### src/ffls_defs.svh
// Timing counts, step multiples and burst constants of the light-load sequencer
`ifndef FFLS_DEFS_SVH
`define FFLS_DEFS_SVH

`define FFLS_CLK_NS 50
`define FFLS_FRT_NS 2000
`define FFLS_FRT_CYC (`FFLS_FRT_NS / `FFLS_CLK_NS)
`define FFLS_BASE_MIN_NS 800
`define FFLS_BASE_MAX_NS 2200
`define FFLS_BASE_MIN_CYC ((`FFLS_BASE_MIN_NS + `FFLS_CLK_NS - 1) / `FFLS_CLK_NS)
`define FFLS_BASE_MAX_CYC (`FFLS_BASE_MAX_NS / `FFLS_CLK_NS)
`define FFLS_BM_FREQ_HZ 25000
`define FFLS_BM_PER_CYC (1000000000 / (`FFLS_BM_FREQ_HZ * `FFLS_CLK_NS))
`define FFLS_OSC45_NUM 80
`define FFLS_OSC45_DEN 1000
`define FFLS_STEP_COUNT 5
`define FFLS_STEP_MAX 3'h4
`define FFLS_LONG_MULT 10
`define FFLS_MULT_STEP 2
`define FFLS_MIN_BURST 6'h03
`define FFLS_MAX_BURST 6'h20
`define FFLS_CLAMP_P1 6'h02
`define FFLS_CLAMP_P2 6'h09
`define FFLS_CLAMP_P3 6'h10
`define FFLS_CLAMP_P4 6'h18
`define FFLS_CLAMP_P5 6'h20
`define FFLS_DEAD_CYC 12'h002
`define FFLS_RECH_CYC 12'h004
`define FFLS_REV_CYC 12'h006
`define FFLS_VCOMP_BM_CODE 8'h40
`define FFLS_VCOMP_45_CODE 8'hc0

`endif

### src/ffls_pkg.sv
// Types shared by the light-load sequencer
package ffls_pkg;
  typedef logic [2:0] ffls_step_t;
  typedef enum logic [2:0] {ST_DEAD, ST_MAIN, ST_RECH, ST_WAIT, ST_CLAMP, ST_IDLE} ffls_state_t;
  typedef struct packed {
    ffls_state_t st;
    logic main_sw;
    logic clamp_sw;
    ffls_step_t step;
    logic [11:0] cnt;
    logic [11:0] per;
    logic [6:0] tmo;
    logic burst;
    logic halt;
    logic [5:0] pulses;
    logic peak_prev;
    logic osc;
  } ffls_regs_t;
endpackage

### src/ffls_sync.sv
// Three-stage input synchroniser with agreement filter
`timescale 1ns/1ps
`default_nettype none
module ffls_sync #(
  parameter int W = 1
) (
  input wire logic clk,
  input wire logic rst_n,
  input wire logic [W-1:0] async_in,
  output logic [W-1:0] sync_out
);
  typedef struct packed {
    logic [W-1:0] s1;
    logic [W-1:0] s2;
    logic [W-1:0] s3;
    logic [W-1:0] q;
  } ffls_sync_t;

  ffls_sync_t r;
  ffls_sync_t next_r;

  always_comb
  begin
    next_r = r;
    next_r.s1 = async_in;
    next_r.s2 = r.s1;
    next_r.s3 = r.s2;
    // A change counts only once the second and third stage agree
    for (int i = 0; i < W; i++)
    begin
      if (r.s2[i] == r.s3[i])
      begin
        next_r.q[i] = r.s3[i];
      end
    end
  end

  always_ff @(posedge clk or negedge rst_n)
  begin
    if (!rst_n)
    begin
      r <= '0;
    end
    else
    begin
      r <= next_r;
    end
  end

  assign sync_out = r.q;
endmodule // ffls_sync
`default_nettype wire

### src/ffls_sequencer.sv
// Light-load mode sequencer: foldback blanking, oscillator blanking and burst supervisor
// Function
// - Hold blanking step; move only to adjacent step
// - Force clamp after 2 us low-demag timeout
// - Longest blanking step equals ten base units
// - Oscillator active only in longest step
// - Oscillator at step 4-5 threshold: 80e-3/base
// - Oscillator gives 25 kHz at burst boundary
// - Oscillator blanking starts at main switch on
// - Outside burst, clamp after recharge only after both blankings ended
// - Clamp at first peak after both blankings
// - Timeout armed only after both blankings end
// - No clamp in recharge during oscillator mode
// - Below burst threshold: halt at next turn-off
// - Idle ends above threshold plus hysteresis
// - Each burst holds at least three cycles
// - In burst: oscillator off, fixed step-4-5 frequency
// - In burst: peak reference raised, held constant
// - Burst clamp after pulses 2,9,16,24,32 only
// - Leave burst on exit threshold or >32 cycles
// - Five steps, multiples of programmable base unit
// - Blanking lengthens stepwise as load falls
`timescale 1ns/1ps
`default_nettype none
`include "ffls_defs.svh"
module ffls_sequencer #(
  parameter logic [7:0] VCOMP_BM_CODE = `FFLS_VCOMP_BM_CODE,
  parameter logic [7:0] VCOMP_45_CODE = `FFLS_VCOMP_45_CODE
) (
  input wire logic clk,
  input wire logic rst_n,
  input wire logic [5:0] base_time_unit,
  input wire logic [7:0] vcomp_code,
  input wire logic cs_trip,
  input wire logic ringing_peak,
  input wire logic demag_below_trigger,
  input wire logic demag_above_arm,
  input wire logic below_burst_entry,
  input wire logic above_burst_hyst,
  input wire logic above_burst_exit,
  input wire logic step_longer_req,
  input wire logic step_shorter_req,
  output logic main_switch,
  output logic clamp_switch,
  output logic burst_active_flag,
  output logic peak_current_boost,
  output logic oscillator_mode,
  output ffls_pkg::ffls_step_t blank_step
);
  import ffls_pkg::*;

  // ==========================================================
  // Input synchronisation
  logic [8:0] raw_in;
  logic [8:0] syn;
  logic cs_s;
  logic peak_s;
  logic below_trig_s;
  logic above_arm_s;
  logic below_entry_s;
  logic above_hyst_s;
  logic exit_s;
  logic longer_s;
  logic shorter_s;

  assign raw_in = {cs_trip, ringing_peak, demag_below_trigger, demag_above_arm, below_burst_entry,
                   above_burst_hyst, above_burst_exit, step_longer_req, step_shorter_req};

  ffls_sync #(.W(9)) u_sync (
    .clk(clk),
    .rst_n(rst_n),
    .async_in(raw_in),
    .sync_out(syn)
  );

  assign {cs_s, peak_s, below_trig_s, above_arm_s, below_entry_s,
          above_hyst_s, exit_s, longer_s, shorter_s} = syn;

  // ==========================================================
  // Interval arithmetic
  function automatic logic [11:0] clamp_base(input logic [5:0] b);
    logic [11:0] v;
    v = {6'h00, b};
    if (v < 12'(`FFLS_BASE_MIN_CYC))
    begin
      v = 12'(`FFLS_BASE_MIN_CYC);
    end
    else if (v > 12'(`FFLS_BASE_MAX_CYC))
    begin
      v = 12'(`FFLS_BASE_MAX_CYC);
    end
    return v;
  endfunction

  // Step k (0..4) waits (k+1)*2 base units; the longest one ten units
  function automatic logic [11:0] blank_len(input ffls_step_t s, input logic [11:0] b);
    logic [15:0] m;
    m = 16'(({13'h0000, s} + 16'h0001) * 16'(`FFLS_MULT_STEP) * {4'h0, b});
    return m[11:0];
  endfunction

  // Period at the step 4-5 threshold: base / 80e-3
  function automatic logic [11:0] per45(input logic [11:0] b);
    logic [19:0] m;
    m = 20'(({8'h00, b} * 20'(`FFLS_OSC45_DEN)) / 20'(`FFLS_OSC45_NUM));
    return m[11:0];
  endfunction

  // Period falls linearly from the burst boundary to the step 4-5 threshold
  function automatic logic [11:0] osc_len(input logic [7:0] v, input logic [11:0] b);
    logic [19:0] span;
    logic [19:0] d;
    logic [11:0] p45;
    p45 = per45(b);
    span = 20'(`FFLS_BM_PER_CYC) - {8'h00, p45};
    d = 20'h00000;
    if (v <= VCOMP_BM_CODE)
    begin
      d = 20'h00000;
    end
    else if (v >= VCOMP_45_CODE)
    begin
      d = span;
    end
    else
    begin
      d = 20'((span * {12'h000, v - VCOMP_BM_CODE}) / {12'h000, VCOMP_45_CODE - VCOMP_BM_CODE});
    end
    return 12'(20'(`FFLS_BM_PER_CYC) - d);
  endfunction

  function automatic logic clamp_sched(input logic [5:0] p);
    return (p == `FFLS_CLAMP_P1) || (p == `FFLS_CLAMP_P2) || (p == `FFLS_CLAMP_P3) ||
           (p == `FFLS_CLAMP_P4) || (p == `FFLS_CLAMP_P5);
  endfunction

  // ==========================================================
  // Sequencer state
  ffls_regs_t r;
  ffls_regs_t next_r;
  logic [11:0] base_c;
  logic [11:0] burst_per;
  logic blank_done;
  logic osc_done;
  logic both_done;
  logic peak_rise;

  always_comb
  begin
    base_c = clamp_base(base_time_unit);
    burst_per = per45(base_c);
    blank_done = r.cnt >= blank_len(r.step, base_c);
    osc_done = !r.osc || (r.per >= osc_len(vcomp_code, base_c));
    both_done = blank_done && osc_done;
    peak_rise = peak_s && !r.peak_prev;
  end

  always_comb
  begin
    next_r = r;
    next_r.peak_prev = peak_s;
    if (r.per != 12'hfff)
    begin
      next_r.per = r.per + 12'h001;
    end
    if (r.cnt != 12'hfff)
    begin
      next_r.cnt = r.cnt + 12'h001;
    end
    if (below_entry_s && r.st != ST_IDLE)
    begin
      next_r.halt = 1'b1;
    end
    if (r.burst && exit_s)
    begin
      next_r.burst = 1'b0;
    end
    case (r.st)
      ST_DEAD:
      begin
        if (r.cnt >= `FFLS_DEAD_CYC - 12'h001)
        begin
          next_r.st = ST_MAIN;
          next_r.main_sw = 1'b1;
          next_r.per = 12'h000;
          next_r.cnt = 12'h000;
          if (r.burst)
          begin
            next_r.pulses = r.pulses + 6'h01;
          end
          else if (longer_s && r.step < `FFLS_STEP_MAX)
          begin
            next_r.step = r.step + 3'h1;
          end
          else if (shorter_s && r.step != 3'h0)
          begin
            next_r.step = r.step - 3'h1;
          end
        end
      end
      ST_MAIN:
      begin
        if (cs_s)
        begin
          next_r.main_sw = 1'b0;
          next_r.cnt = 12'h000;
          if (r.halt && (!r.burst || r.pulses >= `FFLS_MIN_BURST))
          begin
            next_r.st = ST_IDLE;
            next_r.burst = 1'b1;
            next_r.halt = 1'b0;
          end
          else
          begin
            if (r.burst && r.pulses > `FFLS_MAX_BURST)
            begin
              next_r.burst = 1'b0;
            end
            next_r.st = ST_RECH;
            next_r.clamp_sw = !r.osc && !r.burst;
          end
        end
      end
      ST_RECH:
      begin
        if (r.cnt >= `FFLS_RECH_CYC - 12'h001)
        begin
          next_r.clamp_sw = 1'b0;
          next_r.st = ST_WAIT;
          next_r.cnt = 12'h000;
          next_r.tmo = 7'h00;
        end
      end
      ST_WAIT:
      begin
        // One extra cycle covers the state change, so main-on to main-on is exactly burst_per
        if (r.burst)
        begin
          if (clamp_sched(r.pulses))
          begin
            if (r.per + `FFLS_DEAD_CYC + `FFLS_REV_CYC + 12'h001 >= burst_per)
            begin
              next_r.st = ST_CLAMP;
              next_r.clamp_sw = 1'b1;
              next_r.cnt = 12'h000;
            end
          end
          else if (r.per + `FFLS_DEAD_CYC + 12'h001 >= burst_per)
          begin
            next_r.st = ST_DEAD;
            next_r.cnt = 12'h000;
          end
        end
        else if (both_done)
        begin
          if (peak_rise)
          begin
            next_r.st = ST_CLAMP;
            next_r.clamp_sw = 1'b1;
            next_r.cnt = 12'h000;
          end
          else if (below_trig_s && !above_arm_s)
          begin
            if (r.tmo >= 7'(`FFLS_FRT_CYC) - 7'h01)
            begin
              next_r.st = ST_CLAMP;
              next_r.clamp_sw = 1'b1;
              next_r.cnt = 12'h000;
            end
            else
            begin
              next_r.tmo = r.tmo + 7'h01;
            end
          end
          else
          begin
            next_r.tmo = 7'h00;
          end
        end
        else
        begin
          next_r.tmo = 7'h00;
        end
      end
      ST_CLAMP:
      begin
        if (r.cnt >= `FFLS_REV_CYC - 12'h001)
        begin
          next_r.clamp_sw = 1'b0;
          next_r.st = ST_DEAD;
          next_r.cnt = 12'h000;
        end
      end
      ST_IDLE:
      begin
        if (above_hyst_s)
        begin
          next_r.st = ST_DEAD;
          next_r.cnt = 12'h000;
          next_r.pulses = 6'h00;
        end
      end
      default:
      begin
        next_r = '0;
      end
    endcase
    next_r.osc = (next_r.step == `FFLS_STEP_MAX) && !next_r.burst;
  end

  always_ff @(posedge clk or negedge rst_n)
  begin
    if (!rst_n)
    begin
      r <= '0;
    end
    else
    begin
      r <= next_r;
    end
  end

  assign main_switch = r.main_sw;
  assign clamp_switch = r.clamp_sw;
  assign burst_active_flag = r.burst;
  assign peak_current_boost = r.burst;
  assign oscillator_mode = r.osc;
  assign blank_step = r.step;
endmodule // ffls_sequencer
`default_nettype wire

### config.mk
export PLATFORM = sky130hd
export DESIGN_NAME = ffls_sequencer
export DESIGN_NICKNAME = d
export VERILOG_FILES = /design/src/ffls_pkg.sv /design/src/ffls_sync.sv /design/src/ffls_sequencer.sv
export VERILOG_INCLUDE_DIRS = /design/src
export SDC_FILE = /design/constraint.sdc
export NUM_CORES = 1
export LEC_CHECK = 0
export BUFFER_PORTS_ARGS = -buffer_cell sky130_fd_sc_hd__buf_2
export CORE_ASPECT_RATIO = 1.25
export CORE_MARGIN = 2
export CORE_UTILIZATION = 45
export DETAILED_ROUTE_END_ITERATION = 10
export PLACE_DENSITY_LB_ADDON = 0.05
export SYNTH_ARGS = -nofsm -noshare
export SYNTH_HDL_FRONTEND = slang
export SYNTH_SLANG_ARGS = --single-unit
### constraint.sdc
create_clock -name clk -period 7.43 [get_ports clk]
set_input_delay 0 -clock clk [delete_from_list [all_inputs] [get_ports clk]]
set_output_delay 0 -clock clk [all_outputs]
set_load 0.02 [all_outputs]
==> qor.json <==
{
  "synth_area": {"value": 12780, "unit": "um^2"},
  "result_of_the_run": {"value": "finished with violations"},
  "final_nets": {"value": 2111},
  "num_antenna_cells": {"value": 0},
  "route.detailed.wl_per_inst": {"value": 15.60, "unit": "um"},
  "pin_count_of_the_biggest_net_entering_global_routing": {"value": 80},
  "start_util": {"value": 0.4607},
  "syn-num-nets": {"value": 1798},
  "critical_path.max_stage_delay": {"value": 0.55, "unit": "ns"},
  "class_of_the_tightest_hold_or_removal_check": {"value": "primary input to flop"},
  "layout-drive-gt1-share": {"value": 0.3163},
  "first_global_vias": {"value": 11870},
  "finalSetupViolations": {"value": 23},
  "drt-pass1-iter-count": {"value": 5},
  "htreeDepth": {"value": 3},
  "yosys-top-cells-area": {"value": "sky130_fd_sc_hd__dfrtp_1 (17%), sky130_fd_sc_hd__fa_1 (15%), sky130_fd_sc_hd__ha_1 (15%), sky130_fd_sc_hd__inv_1 (5.3%), sky130_fd_sc_hd__nand2_1 (4.6%)"},
  "gr_ovfl_total": {"value": 0},
  "clock-root-buffer": {"value": "sky130_fd_sc_hd__clkbuf_16"},
  "multi_input_comb_area": {"value": 10870, "unit": "um^2"},
  "slew_at_the_pin_with_the_worst_max_slew_slack": {"value": 1.061, "unit": "ns"},
  "dr.first_iter.drc_count": {"value": 509},
  "post_synth.cell_area_avg": {"value": 8.368, "unit": "um^2"},
  "vias_per_cell": {"value": 5.374},
  "drc_errors": {"value": 0},
  "routed-via-count": {"value": 11790},
  "num_rows": {"value": 68},
  "worstSkewPairLatency": {"value": 0.33, "unit": "ns"},
  "path_class": {"value": "primary input to flop"},
  "cts_max_path_buffers": {"value": 2},
  "synth_area_leader_cell": {"value": "sky130_fd_sc_hd__dfrtp_1"},
  "area_share_of_xor_xnor_cells_in_the_synthesized_design": {"value": 0.06580},
  "clkSlewWorstSetupHoldPaths": {"value": 0.06, "unit": "ns"},
  "initial_antenna_violation_count": {"value": 0},
  "final.setup.worst_slack": {"value": -6.606, "unit": "ns"},
  "layout.filler_cells": {"value": 2433},
  "routed_wirelength": {"value": 34210, "unit": "um"},
  "synthToLayoutAreaGrowth": {"value": 35.14, "unit": "%"},
  "groute.usage.overall": {"value": 0.2306},
  "synth_top_family_by_area": {"value": "adder cells"},
  "gate_count_after_technology_mapping": {"value": 1527},
  "worstPathArrival": {"value": 14.21, "unit": "ns"},
  "globalplace.congestion": {"value": 0.8568},
  "max_freq": {"value": 71.24, "unit": "MHz"},
  "layout_worst_path_cycle_share": {"value": 1.889},
  "worstSetupEndpointType": {"value": "flop"},
  "final_design_area_no_fill": {"value": 17270, "unit": "um^2"},
  "floorplan.io_pins": {"value": 33},
  "finalMaxSlewViolations": {"value": 0},
  "post_synth_and_or_nand_nor_area_fraction": {"value": 0.2008},
  "ys.flop_type": {"value": "sky130_fd_sc_hd__dfrtp_1"},
  "hold_viol_final": {"value": 0},
  "count_of_input_and_output_buffers": {"value": 32},
  "tritoncts": {"value": "done"},
  "critPathMaxFanout": {"value": 6},
  "cpMaxStageDelayCell": {"value": "sky130_fd_sc_hd__fa_1"},
  "rsz0062_at_grt": {"value": "true"},
  "layout.core_utilization": {"value": 0.6225},
  "postSynth.asyncResetShare": {"value": 1.000},
  "die_area": {"value": 29770, "unit": "um^2"},
  "top_cell_by_count_worst_path": {"value": "sky130_fd_sc_hd__fa_1"},
  "synth-seq-cells": {"value": 85},
  "synth_compound_gate_area_share": {"value": 0.1747},
  "cp.required": {"value": 7.60, "unit": "ns"},
  "post_synth_num_cell_types": {"value": 97},
  "smallest_hold_slack": {"value": 0.3109, "unit": "ns"},
  "synth-adder-area-share": {"value": 0.3070},
  "postPlaceCellArea": {"value": 15570, "unit": "um^2"},
  "edff_count_synth": {"value": 0},
  "area.sequential": {"value": 2127, "unit": "um^2"},
  "mux_share_of_post_synthesis_cell_area": {"value": 0.01067},
  "clock-sinks": {"value": 85},
  "timing.max_cap.violations": {"value": 0},
  "layout_commonest_cell": {"value": "sky130_fd_sc_hd__buf_4"},
  "layout_common_cells": {"value": "sky130_fd_sc_hd__buf_4 (290), sky130_fd_sc_hd__inv_1 (166), sky130_fd_sc_hd__nand2_1 (140)"},
  "failing_checks": {"value": "setup timing"},
  "period_needed": {"value": 14.04, "unit": "ns"},
  "r2r_setup_slack": {"value": 1.52, "unit": "ns"},
  "synthDominantCellAreaShare": {"value": 0.1665},
  "synthesis_warnings": {"value": 0},
  "die_height": {"value": 192.4, "unit": "um"},
  "placeableCoreArea": {"value": 27740, "unit": "um^2"},
  "slew-limit-headroom": {"value": 0.2894},
  "finalClockSkew": {"value": 0.005787, "unit": "ns"},
  "detailed_place_hpwl": {"value": 26710, "unit": "um"},
  "timing.critical_path.from_type": {"value": "primary input"},
  "floorplan.die.width": {"value": 154.7, "unit": "um"},
  "cts_made_buffers": {"value": 9},
  "final_antenna_net_count": {"value": 0},
  "synth.yosys.seq_area_share": {"value": 0.1665},
  "wire_length_of_the_first_global_routing_pass": {"value": 56690, "unit": "um"}
}
synth_stat cells (5+ instances only):
library cell               instances
sky130_fd_sc_hd__inv_1           182
sky130_fd_sc_hd__nand2_1         156
sky130_fd_sc_hd__ha_1            151
sky130_fd_sc_hd__nor2_1          104
sky130_fd_sc_hd__fa_1             95
sky130_fd_sc_hd__a21oi_1          91
sky130_fd_sc_hd__dfrtp_1          85
sky130_fd_sc_hd__o21ai_0          68
sky130_fd_sc_hd__xnor2_1          53
sky130_fd_sc_hd__nand3_1          49
sky130_fd_sc_hd__clkbuf_1         45
sky130_fd_sc_hd__xor2_1           38
sky130_fd_sc_hd__nor2b_1          36
sky130_fd_sc_hd__nand2b_1         33
sky130_fd_sc_hd__and2_1           32
sky130_fd_sc_hd__nor3_1           29
sky130_fd_sc_hd__a21o_1           14
sky130_fd_sc_hd__a211oi_1         12
sky130_fd_sc_hd__a31oi_1          12
sky130_fd_sc_hd__maj3_1           12
sky130_fd_sc_hd__nand4_1          10
sky130_fd_sc_hd__and3_1            9
sky130_fd_sc_hd__nor4_1            9
sky130_fd_sc_hd__o211ai_1          9
sky130_fd_sc_hd__o22ai_1           9
sky130_fd_sc_hd__mux2i_1           8
sky130_fd_sc_hd__nand3b_1          8
sky130_fd_sc_hd__or3_1             8
sky130_fd_sc_hd__a22oi_1           7
sky130_fd_sc_hd__a211o_1           5
sky130_fd_sc_hd__and4_1            5
sky130_fd_sc_hd__buf_4             5
sky130_fd_sc_hd__nor4b_1           5
sky130_fd_sc_hd__o221ai_1          5
per-stage QoR:
step / worst slack, ns / instances / TNS (ns)
after floorplan: -6.451 / 1527 / -145.34
after global placement: -7.149 / 2113 / -162.77
after detailed placement: -7.316 / 2113 / -166.51
after CTS: -6.492 / 2169 / -148.36
after global routing: -7.238 / 2193 / -164.81
final: -6.606 / 2193 / -150.39
repair_timing:
| action | 4_1_cts | 5_1_grt |
|---|---|---|
| resized for setup | 68 | 122 |
| pin swaps | 52 | 100 |
| hold endpoints to repair | 15 | 0 |
| buffers inserted | 30 | 24 |
| cloned | 0 | 2 |
| endpoints found under the setup margin | 23 | 23 |
| hold buffers | 12 | 0 |
per-layer routing:
layer,part of all wire,up-vias,track usage
li1,-,5852,-
met1,0.44,5721,0.2989
met2,0.51,177,0.4214
met3,0.025,35,0.01415
met4,0.016,0,0.05556
met5,0,-,0
state kept, by name, indices dropped and copies added, names as in the netlist:
name / flops
blank_step: 3
burst_active_flag: 1
u_sync.next_r: 18
clamp_switch: 1
oscillator_mode: 1
u_sync.r: 9
u_sync.sync_out: 9
main_switch: 1
r: 42
logic make-up (layout without fill, tap and decap cells):
logic type	Yosys count	after routing
and+or+nand+nor	517	517
AOI/OAI and AO/OA	317	317
adders and majority gates	259	259
buffers and inverters	243	559
xor gates and xnor gates	93	93
DFF	85	85
muxes	13	13
final cells by class:
type                       instances  area share
clock buffer                      10     0.01384
timing repair buffer             358      0.1628
clock inverter                     4    0.002899
tap                              350     0.02536
inverter                         187     0.04210
multi-input combinational       1199      0.6298
sequential                        85      0.1232
path summary, 6_finish.rpt:
kind | startpoint | end | depth (start not counted)
max | base_time_unit[5] | r[47] | 73
max in group asynchronous | rst_n | u_sync.next_r[10] | 4
min in group asynchronous | rst_n | r[16] | 3
min | ringing_peak | u_sync.next_r[25] | 2
min reg2reg | u_sync.next_r[18] | u_sync.next_r[9] | 0
max reg2reg | blank_step[0] | r[47] | 26
critical path: cells and delay by family:
kind	cells	cell delay (ns)
AO/OA/AOI/OAI	25	5.13
XOR/XNOR	1	0.13
buffers and inverters	14	1.28
adder cells (fa/ha/maj)	13	4.96
AND/OR/NAND/NOR	20	2.69
Power is not shown: default switching activity piles up to over one toggle a cycle in this logic, so the estimate is an artifact.
